--- src/dsol_pkg.sv ---
// package: constants, register map and carrier types for the drive status outputs
package dsol_pkg;
   // clock and pulse timing
   localparam int CLK_FREQ_HZ    = 10_000_000;
   localparam int PULSE_TIME_MS  = 100;
   localparam int PULSE_CYCLES   = PULSE_TIME_MS * (CLK_FREQ_HZ / 1000);
   // heatsink margin thresholds in degrees C
   localparam logic [7:0] HS_SET_BELOW_C   = 8'h0A;
   localparam logic [7:0] HS_CLEAR_ABOVE_C = 8'h0F;
   // apb register byte addresses
   localparam logic [7:0] ADDR_SEL    = 8'h00;
   localparam logic [7:0] ADDR_CTRL   = 8'h04;
   localparam logic [7:0] ADDR_OLVL   = 8'h08;
   localparam logic [7:0] ADDR_STATUS = 8'h0C;
   // field layout
   localparam int SEL_W         = 5;
   localparam int SEL_STRIDE    = 8;
   localparam int CTRL_OL_CUR   = 0;
   localparam int CTRL_LINK_DO  = 1;
   localparam int CTRL_FAN_FIT  = 2;
   localparam int CTRL_W        = 3;
   localparam int OLVL_W        = 16;
   // reset values
   localparam logic [31:0]       SEL_RST  = 32'h0000_0000;
   localparam logic [CTRL_W-1:0] CTRL_RST = 3'h0;
   localparam logic [OLVL_W-1:0] OLVL_RST = 16'hFFFF;
   // status function codes; FN_STAGE0 and FN_TRIP0 name the low bit of a 3-bit and a 4-bit field
   localparam int FN_OVERLOAD = 0;
   localparam int FN_PANEL    = 1;
   localparam int FN_HALTED   = 2;
   localparam int FN_READY    = 3;
   localparam int FN_BYPASS   = 4;
   localparam int FN_SUPPLY   = 5;
   localparam int FN_OUTSIDE  = 6;
   localparam int FN_MACH2    = 7;
   localparam int FN_AUX      = 8;
   localparam int FN_STAGE_P  = 9;
   localparam int FN_CYCLE_P  = 10;
   localparam int FN_STAGE0   = 11;
   localparam int FN_TRIP0    = 14;
   localparam int FN_FAN      = 18;
   localparam int FN_SELFRST  = 19;
   localparam int FN_LINK_DO  = 20;
   localparam int FN_HEATSINK = 21;
   localparam int FN_COUNT    = 22;

   // inputs from the drive core, all on CLOCK
   typedef struct packed {
      logic [15:0] thermal_acc;
      logic [15:0] out_current;
      logic        keypad_mode;
      logic        stopped;
      logic        dc_braking;
      logic        ready;
      logic        chg_active;
      logic        chg_bypass;
      logic        chg_supply;
      logic        chg_output;
      logic        motor2;
      logic        stage_end;
      logic        cycle_end;
      logic [2:0]  stage_num;
      logic [3:0]  trip_code;
      logic        fan_run;
      logic        autoreset;
      logic [7:0]  hs_margin;
   } dsol_drv_s;
endpackage

--- src/dsol_top.sv ---
// module: selectable transistor status outputs with apb configuration
`timescale 1ns/1ps
`default_nettype none
module dsol_top #(
   parameter int N_TERM    = 4,
   parameter int PULSE_CYC = dsol_pkg::PULSE_CYCLES
) (
   input  wire logic               CLOCK,
   input  wire logic               RST,
   input  wire logic               PSEL,
   input  wire logic               PENABLE,
   input  wire logic               PWRITE,
   input  wire logic [7:0]         PADDR,
   input  wire logic [31:0]        PWDATA,
   output var  logic [31:0]        PRDATA,
   output var  logic               PREADY,
   output var  logic               PSLVERR,
   input  wire dsol_pkg::dsol_drv_s DRV_STATUS,
   output var  logic [N_TERM-1:0]  TERM_OUT
);
   localparam int CNT_W = $clog2(PULSE_CYC + 1);
   localparam logic [CNT_W-1:0] CNT_LOAD = CNT_W'(PULSE_CYC);
   localparam logic [CNT_W-1:0] CNT_ZERO = '0;
   localparam logic [CNT_W-1:0] CNT_ONE  = CNT_W'(1);

   logic [31:0]                     sel_ff;
   logic [dsol_pkg::CTRL_W-1:0]     ctrl_ff;
   logic [dsol_pkg::OLVL_W-1:0]     olvl_ff;
   logic [31:0]                     prdata_ff;
   logic                            pready_ff;
   logic                            pslverr_ff;
   logic [dsol_pkg::FN_COUNT-1:0]   status_ff;
   logic [dsol_pkg::FN_COUNT-1:0]   nxt_status;
   logic [N_TERM-1:0]               term_ff;
   logic [N_TERM-1:0]               nxt_term;
   logic [CNT_W-1:0]                stage_cnt_ff;
   logic [CNT_W-1:0]                cycle_cnt_ff;
   logic                            hs_warn_ff;
   logic                            addr_ok;
   logic                            setup_ph;
   logic                            wr_take;
   logic [31:0]                     rd_mux;
   logic                            ol_hit;

   // pulse counter next value; an event reloads even mid-pulse
   function automatic logic [CNT_W-1:0] pulse_next(input logic ev, input logic [CNT_W-1:0] cnt);
      logic [CNT_W-1:0] res;
      res = cnt;
      if (ev) begin
         res = CNT_LOAD;
      end else if (cnt != CNT_ZERO) begin
         res = cnt - CNT_ONE;
      end
      return res;
   endfunction

   // apb slave: no wait states, pready raised by the setup edge
   assign setup_ph = PSEL & ~PENABLE;
   assign wr_take  = PSEL & PENABLE & pready_ff & PWRITE & ~pslverr_ff;

   always_comb begin
      addr_ok = 1'b1;
      rd_mux  = 32'h0000_0000;
      case (PADDR)
         dsol_pkg::ADDR_SEL:    rd_mux = sel_ff;
         dsol_pkg::ADDR_CTRL:   rd_mux[dsol_pkg::CTRL_W-1:0] = ctrl_ff;
         dsol_pkg::ADDR_OLVL:   rd_mux[dsol_pkg::OLVL_W-1:0] = olvl_ff;
         dsol_pkg::ADDR_STATUS: rd_mux[dsol_pkg::FN_COUNT-1:0] = status_ff;
         default:               addr_ok = 1'b0;
      endcase
   end

   always_ff @(posedge CLOCK) begin
      if (RST) begin
         pready_ff  <= 1'b0;
         pslverr_ff <= 1'b0;
         prdata_ff  <= 32'h0000_0000;
      end else begin
         pready_ff  <= setup_ph;
         pslverr_ff <= setup_ph & ~addr_ok;
         if (setup_ph) begin
            prdata_ff <= PWRITE ? 32'h0000_0000 : rd_mux;
         end
      end
   end

   // software settings: terminal selects, control bits, overload level
   always_ff @(posedge CLOCK) begin
      if (RST) begin
         sel_ff  <= dsol_pkg::SEL_RST;
         ctrl_ff <= dsol_pkg::CTRL_RST;
         olvl_ff <= dsol_pkg::OLVL_RST;
      end else if (wr_take) begin
         case (PADDR)
            dsol_pkg::ADDR_SEL:  sel_ff  <= PWDATA;
            dsol_pkg::ADDR_CTRL: ctrl_ff <= PWDATA[dsol_pkg::CTRL_W-1:0];
            dsol_pkg::ADDR_OLVL: olvl_ff <= PWDATA[dsol_pkg::OLVL_W-1:0];
            default: ;
         endcase
      end
   end

   // pulse timers for pattern run events
   always_ff @(posedge CLOCK) begin
      if (RST) begin
         stage_cnt_ff <= CNT_ZERO;
         cycle_cnt_ff <= CNT_ZERO;
      end else begin
         stage_cnt_ff <= pulse_next(DRV_STATUS.stage_end, stage_cnt_ff);
         cycle_cnt_ff <= pulse_next(DRV_STATUS.cycle_end, cycle_cnt_ff);
      end
   end

   // heatsink warning with hysteresis; between thresholds it holds
   always_ff @(posedge CLOCK) begin
      if (RST) begin
         hs_warn_ff <= 1'b0;
      end else if (DRV_STATUS.hs_margin < dsol_pkg::HS_SET_BELOW_C) begin
         hs_warn_ff <= 1'b1;
      end else if (DRV_STATUS.hs_margin > dsol_pkg::HS_CLEAR_ABOVE_C) begin
         hs_warn_ff <= 1'b0;
      end
   end

   // overload source chosen by control bit
   assign ol_hit = ctrl_ff[dsol_pkg::CTRL_OL_CUR] ? (DRV_STATUS.out_current > olvl_ff)
                                                   : (DRV_STATUS.thermal_acc > olvl_ff);

   always_comb begin
      nxt_status = '0;
      nxt_status[dsol_pkg::FN_OVERLOAD] = ol_hit;
      nxt_status[dsol_pkg::FN_PANEL]    = DRV_STATUS.keypad_mode;
      nxt_status[dsol_pkg::FN_HALTED]   = DRV_STATUS.stopped | DRV_STATUS.dc_braking;
      nxt_status[dsol_pkg::FN_READY]    = DRV_STATUS.ready;
      nxt_status[dsol_pkg::FN_BYPASS]   = DRV_STATUS.chg_active & DRV_STATUS.chg_bypass;
      nxt_status[dsol_pkg::FN_SUPPLY]   = DRV_STATUS.chg_active & DRV_STATUS.chg_supply;
      nxt_status[dsol_pkg::FN_OUTSIDE]  = DRV_STATUS.chg_active & DRV_STATUS.chg_output;
      nxt_status[dsol_pkg::FN_AUX]      = DRV_STATUS.chg_active & DRV_STATUS.chg_output;
      nxt_status[dsol_pkg::FN_MACH2]    = DRV_STATUS.motor2;
      nxt_status[dsol_pkg::FN_STAGE_P]  = stage_cnt_ff != CNT_ZERO;
      nxt_status[dsol_pkg::FN_CYCLE_P]  = cycle_cnt_ff != CNT_ZERO;
      nxt_status[dsol_pkg::FN_STAGE0 +: 3] = DRV_STATUS.stage_num;
      nxt_status[dsol_pkg::FN_TRIP0 +: 4]  = DRV_STATUS.trip_code;
      // small ratings have no fan, so the bit stays low unless fitted
      nxt_status[dsol_pkg::FN_FAN]      = DRV_STATUS.fan_run & ctrl_ff[dsol_pkg::CTRL_FAN_FIT];
      nxt_status[dsol_pkg::FN_SELFRST]  = DRV_STATUS.autoreset;
      nxt_status[dsol_pkg::FN_LINK_DO]  = ctrl_ff[dsol_pkg::CTRL_LINK_DO];
      nxt_status[dsol_pkg::FN_HEATSINK] = hs_warn_ff;
   end

   always_ff @(posedge CLOCK) begin
      if (RST) begin
         status_ff <= '0;
      end else begin
         status_ff <= nxt_status;
      end
   end

   // terminal mux is registered, so a select or status change never glitches a pin
   always_comb begin
      nxt_term = '0;
      for (int i = 0; i < N_TERM; i++) begin
         if (int'(sel_ff[i*dsol_pkg::SEL_STRIDE +: dsol_pkg::SEL_W]) < dsol_pkg::FN_COUNT) begin
            nxt_term[i] = status_ff[sel_ff[i*dsol_pkg::SEL_STRIDE +: dsol_pkg::SEL_W]];
         end
      end
   end

   always_ff @(posedge CLOCK) begin
      if (RST) begin
         term_ff <= '0;
      end else begin
         term_ff <= nxt_term;
      end
   end

   assign PRDATA   = prdata_ff;
   assign PREADY   = pready_ff;
   assign PSLVERR  = pslverr_ff;
   assign TERM_OUT = term_ff;
endmodule
`default_nettype wire

--- config.mk ---
export PLATFORM = sky130hd
export DESIGN_NAME = dsol_top
export DESIGN_NICKNAME = d
export VERILOG_FILES = /design/src/dsol_pkg.sv /design/src/dsol_top.sv
export SDC_FILE = /design/constraint.sdc
export NUM_CORES = 1
export LEC_CHECK = 0
export BUFFER_PORTS_ARGS = -buffer_cell sky130_fd_sc_hd__buf_4
export CAP_MARGIN = 5
export CORE_ASPECT_RATIO = 1.4
export CORE_UTILIZATION = 50
export DETAILED_ROUTE_END_ITERATION = 10
export PLACE_DENSITY = 0.82
export SYNTH_ARGS = -nofsm -noshare
export SYNTH_HDL_FRONTEND = slang
export SYNTH_SLANG_ARGS = --single-unit
--- constraint.sdc ---
create_clock -name CLOCK -period 1.75 [get_ports CLOCK]
set_input_delay 0.2625 -clock CLOCK [delete_from_list [all_inputs] [get_ports CLOCK]]
set_output_delay 0.2625 -clock CLOCK [all_outputs]
set_load 0.05 [all_outputs]
==> out/qor.log <==
INFO  run_status     outcome=finished, violations left
INFO  run_status     violations=negative setup slack
INFO  worst_setup_path critical_path_class=reg -> reg
INFO  clock_network  cts_max_path_buffers=2
INFO  synthesis      mappedNetlistArea=7400um2
INFO  power_and_ir_drop post-layout-total-power=0.00907W
INFO  synthesis      yosys_warnings=0
INFO  job            maxCapViolCount=0
INFO  clock_network  hold_buf_cts=0
INFO  placed_design  postPlaceCellArea=9150um2
INFO  floorplan      floorplan.initialDensity=51.2%
INFO  clock_network  tritoncts_clock_tree=yes
INFO  synthesis      ys.flop_type=sky130_fd_sc_hd__dfxtp_1
INFO  clock_network  cts-htree-levels=4
INFO  final_layout   area_taken_by_flip_flops_and_latches=3040um2
INFO  worst_setup_path timing.critical_path.depth=6
INFO  synthesis      synth_seq_area_share=40.8%
INFO  timing         clock-skew-final=0.00909ns
INFO  worst_setup_path timing.critical_path.arrival=2.36ns
INFO  drt            ant_nets=0
INFO  global_routing globalRouteOverflowTotal=0
INFO  timing         fin_ws=-0.258ns
INFO  final_layout   multiInputGateArea=4470um2
INFO  timing         slew_headroom=63.6%
INFO  worst_setup_path reg2reg_to=cycle_cnt_ff[17]
INFO  worst_setup_path worst_path_most_repeated_cell=sky130_fd_sc_hd__or4_4
INFO  worst_setup_path crit_fanout=6
INFO  drt            dr.pass1.iters=5
INFO  timing         setup_viol=27
INFO  synthesis      syn_nets=988
INFO  clock_network  clk-insertion-delay-late=0.43ns
INFO  worst_setup_path r2r_cells=6
INFO  worst_setup_path crit_path_max_incr_delay=0.55ns
INFO  final_layout   post-route-cell-area=10,400um2
INFO  final_layout   finish.utilization=71.9%
INFO  final_layout   layout.cells.most_common_list=sky130_fd_sc_hd__buf_4 (227), sky130_fd_sc_hd__dfxtp_1 (140), sky130_fd_sc_hd__nand2_1 (136)
INFO  timing         fin_setup_tns=-2.74ns
INFO  floorplan      fp.coreArea=14,400um2
INFO  worst_setup_path crit_path_capture=cycle_cnt_ff[17]
INFO  drt            dr_total_vias=7,622
INFO  worst_setup_path source_of_the_critical_timing_path=cycle_cnt_ff[0]
INFO  drt            via_per_inst=6.07
INFO  drt            drc_markers=0
INFO  hold_path      hold_class=in -> reg
INFO  worst_setup_path crit_path_start_kind=register
INFO  synthesis      yosys_register_bits=151
INFO  worst_setup_path worst-path-buf-inv=1
INFO  drt            first_iter_violations=546
INFO  floorplan      floorplan.io_pins=143
INFO  synthesis      syn_avg_cell_area=8.72um2
INFO  final_layout   synthToLayoutAreaGrowth=40.3%
INFO  synthesis      netlist_instances=849
INFO  timing         timing_hold_violations_final=0
INFO  timing         rsz0062_at_grt=true
INFO  drt            postRouteWirelength=24.3mm
INFO  worst_setup_path cp-end-kind=register
INFO  global_routing number_of_antenna_violations_at_the_first_check_in_global_routing=0
INFO  worst_setup_path cp_cell_sequence=or4_4 > nor4_4 > o211ai_1 > buf_4 > or4_4 > a31oi_4
INFO  worst_setup_path rr_startpoint=cycle_cnt_ff[0]
INFO  timing         min_period_over_period=115%
INFO  floorplan      row_count=52
INFO  global_routing grt_start_max_net_pins=107
INFO  final_layout   fillerInstances=993
INFO  synthesis      synth_enable_flop_cells=0
INFO  power_and_ir_drop power.ir.vdd_worst=0.000542V
INFO  floorplan      floorplan.die_area=15,300um2
INFO  synthesis      ys_types=53
INFO  worst_setup_path slowest_stage=sky130_fd_sc_hd__or4_4
INFO  global_routing grt_use_total=29.5%
INFO  worst_setup_path rrSetupSlack=-0.26ns
INFO  timing         worstMarginPinSlew=0.544ns
INFO  drt            post_drt_wl_per_cell=19.4um
INFO  final_layout   share_of_final_layout_standard_cells_stronger_than_drive_strength_1=34.6%
INFO  final_layout   num_antenna_cells=0
INFO  final_layout   fin_nets=1,193
INFO  timing         max_freq=498MHz
INFO  synthesis      fraction_of_registers_with_async_set_reset=0%
INFO  clock_network  cts.reportedPaths.clkPinSlew=0.07ns
INFO  placed_design  hpwlAfterDp=15.1mm
INFO  clock_network  clock_tree.root_cell=sky130_fd_sc_hd__clkbuf_16
INFO  worst_setup_path required=2.10ns
INFO  floorplan      die_w=105um
INFO  worst_setup_path path_delay_family=simple AND/OR/NAND/NOR gates
INFO  final_layout   leading_cell_type_in_the_layout_fill_and_taps_excluded=sky130_fd_sc_hd__buf_4
INFO  clock_network  numCtsBuffers=17
INFO  global_routing grt_pass1_wl=35.8mm
INFO  power_and_ir_drop leakage=4.33nW
INFO  timing         finalMaxSlewViolations=0
INFO  floorplan      die_h=146um
INFO  placed_design  placement.io_buffers=141
INFO  placed_design  finalWeightedCongestion=0.887
INFO  power_and_ir_drop power_per_cell_area=873nW/um2
INFO  timing         final.hold.worst_slack=0.0523ns
INFO  timing         fin_crit=2.01ns
INFO  clock_network  clkSinkCount=151
INFO  global_routing first_global_vias=7,457
metal layers:
layer	track usage, %	up-vias	wire (um)
met5	0	-	0
met4	17.5	0	1500
met3	6.22	143	1850
met2	52.5	458	12400
met1	32.0	3573	8620
li1	-	3448	-
where the power goes:
part | total [W] | switching, W | internal (W)
Sequential | 0.00368 | 0.000142 | 0.00354
Combinational | 0.00162 | 0.000803 | 0.000819
Clock | 0.00376 | 0.00160 | 0.00216
Total | 0.00907 | 0.00255 | 0.00652
worst min-delay path by stage:
| stage | from | endpoint | slack [ns] | cells after the start |
|---|---|---|---|---|
| 4_1_cts | DRV_STATUS[11] | status_ff[15] | 0.04 | 2 |
| 5_1_grt | DRV_STATUS[24] | status_ff[3] | 0.05 | 2 |
| 2_1_floorplan | DRV_STATUS[26] | status_ff[2] | 0.38 | 2 |
| 3_3_place_gp | sel_ff[22] | sel_ff[22] | 0.44 | 2 |
| 6_report | DRV_STATUS[11] | status_ff[15] | 0.05 | 2 |
| 3_5_place_dp | sel_ff[23] | sel_ff[23] | 0.45 | 2 |
stage by stage:
step | worst slack [ns] | cells
finish | -0.258 | 1256
floorplan | -0.102 | 849
CTS | -0.234 | 1243
detailed placement | -0.259 | 1205
global route | -0.291 | 1256
global placement | -0.190 | 1205
cells in the mapped netlist, types with 20 or more instances:
cell | instances | area share, %
sky130_fd_sc_hd__dfxtp_1 | 151 | 41
sky130_fd_sc_hd__nand2_1 | 137 | 6.9
sky130_fd_sc_hd__a21oi_1 | 76 | 5.1
sky130_fd_sc_hd__nor2_1 | 69 | 3.5
sky130_fd_sc_hd__clkbuf_1 | 42 | 2.1
sky130_fd_sc_hd__ha_1 | 34 | 5.7
sky130_fd_sc_hd__o21ai_0 | 32 | 2.2
sky130_fd_sc_hd__inv_1 | 29 | 1.5
sky130_fd_sc_hd__a22oi_1 | 25 | 2.5
sky130_fd_sc_hd__nor2b_1 | 23 | 1.9
sky130_fd_sc_hd__xor2_1 | 20 | 2.4
timing repair:
item                                    CTS  global route
endpoints found under the setup margin   42            42
buffers inserted                          6            15
resized for setup                        42            66
pin swaps                                11            35
state kept, by name, summed over array words and instances (netlist names):
name          flops
PRDATA           32
PREADY            1
PSLVERR           1
TERM_OUT          4
ctrl_ff           3
cycle_cnt_ff     20
hs_warn_ff        1
olvl_ff          16
sel_ff           32
stage_cnt_ff     20
status_ff        21
kinds of logic (layout without fill, tap and decap cells):
family | Yosys count | in the layout | synth area share (%)
simple gates | 315 | 315 | 20.3
mux | 36 | 36 | 8.17
fa+ha+maj | 34 | 34 | 5.75
compound gates | 202 | 202 | 17.3
buf+inv | 86 | 304 | 4.62
xor+xnor | 25 | 25 | 2.96
flops | 151 | 151 | 40.8
layout make-up:
| cell class | count | area share [%] |
|---|---|---|
| multi-input combinational | 612 | 43.0 |
| sequential | 151 | 29.3 |
| timing repair buffer | 243 | 18.5 |
| clock buffer | 17 | 4.10 |
| tap | 189 | 2.28 |
| clock inverter | 15 | 1.78 |
| inverter | 29 | 1.07 |
Power figures use the tool's default switching activity.
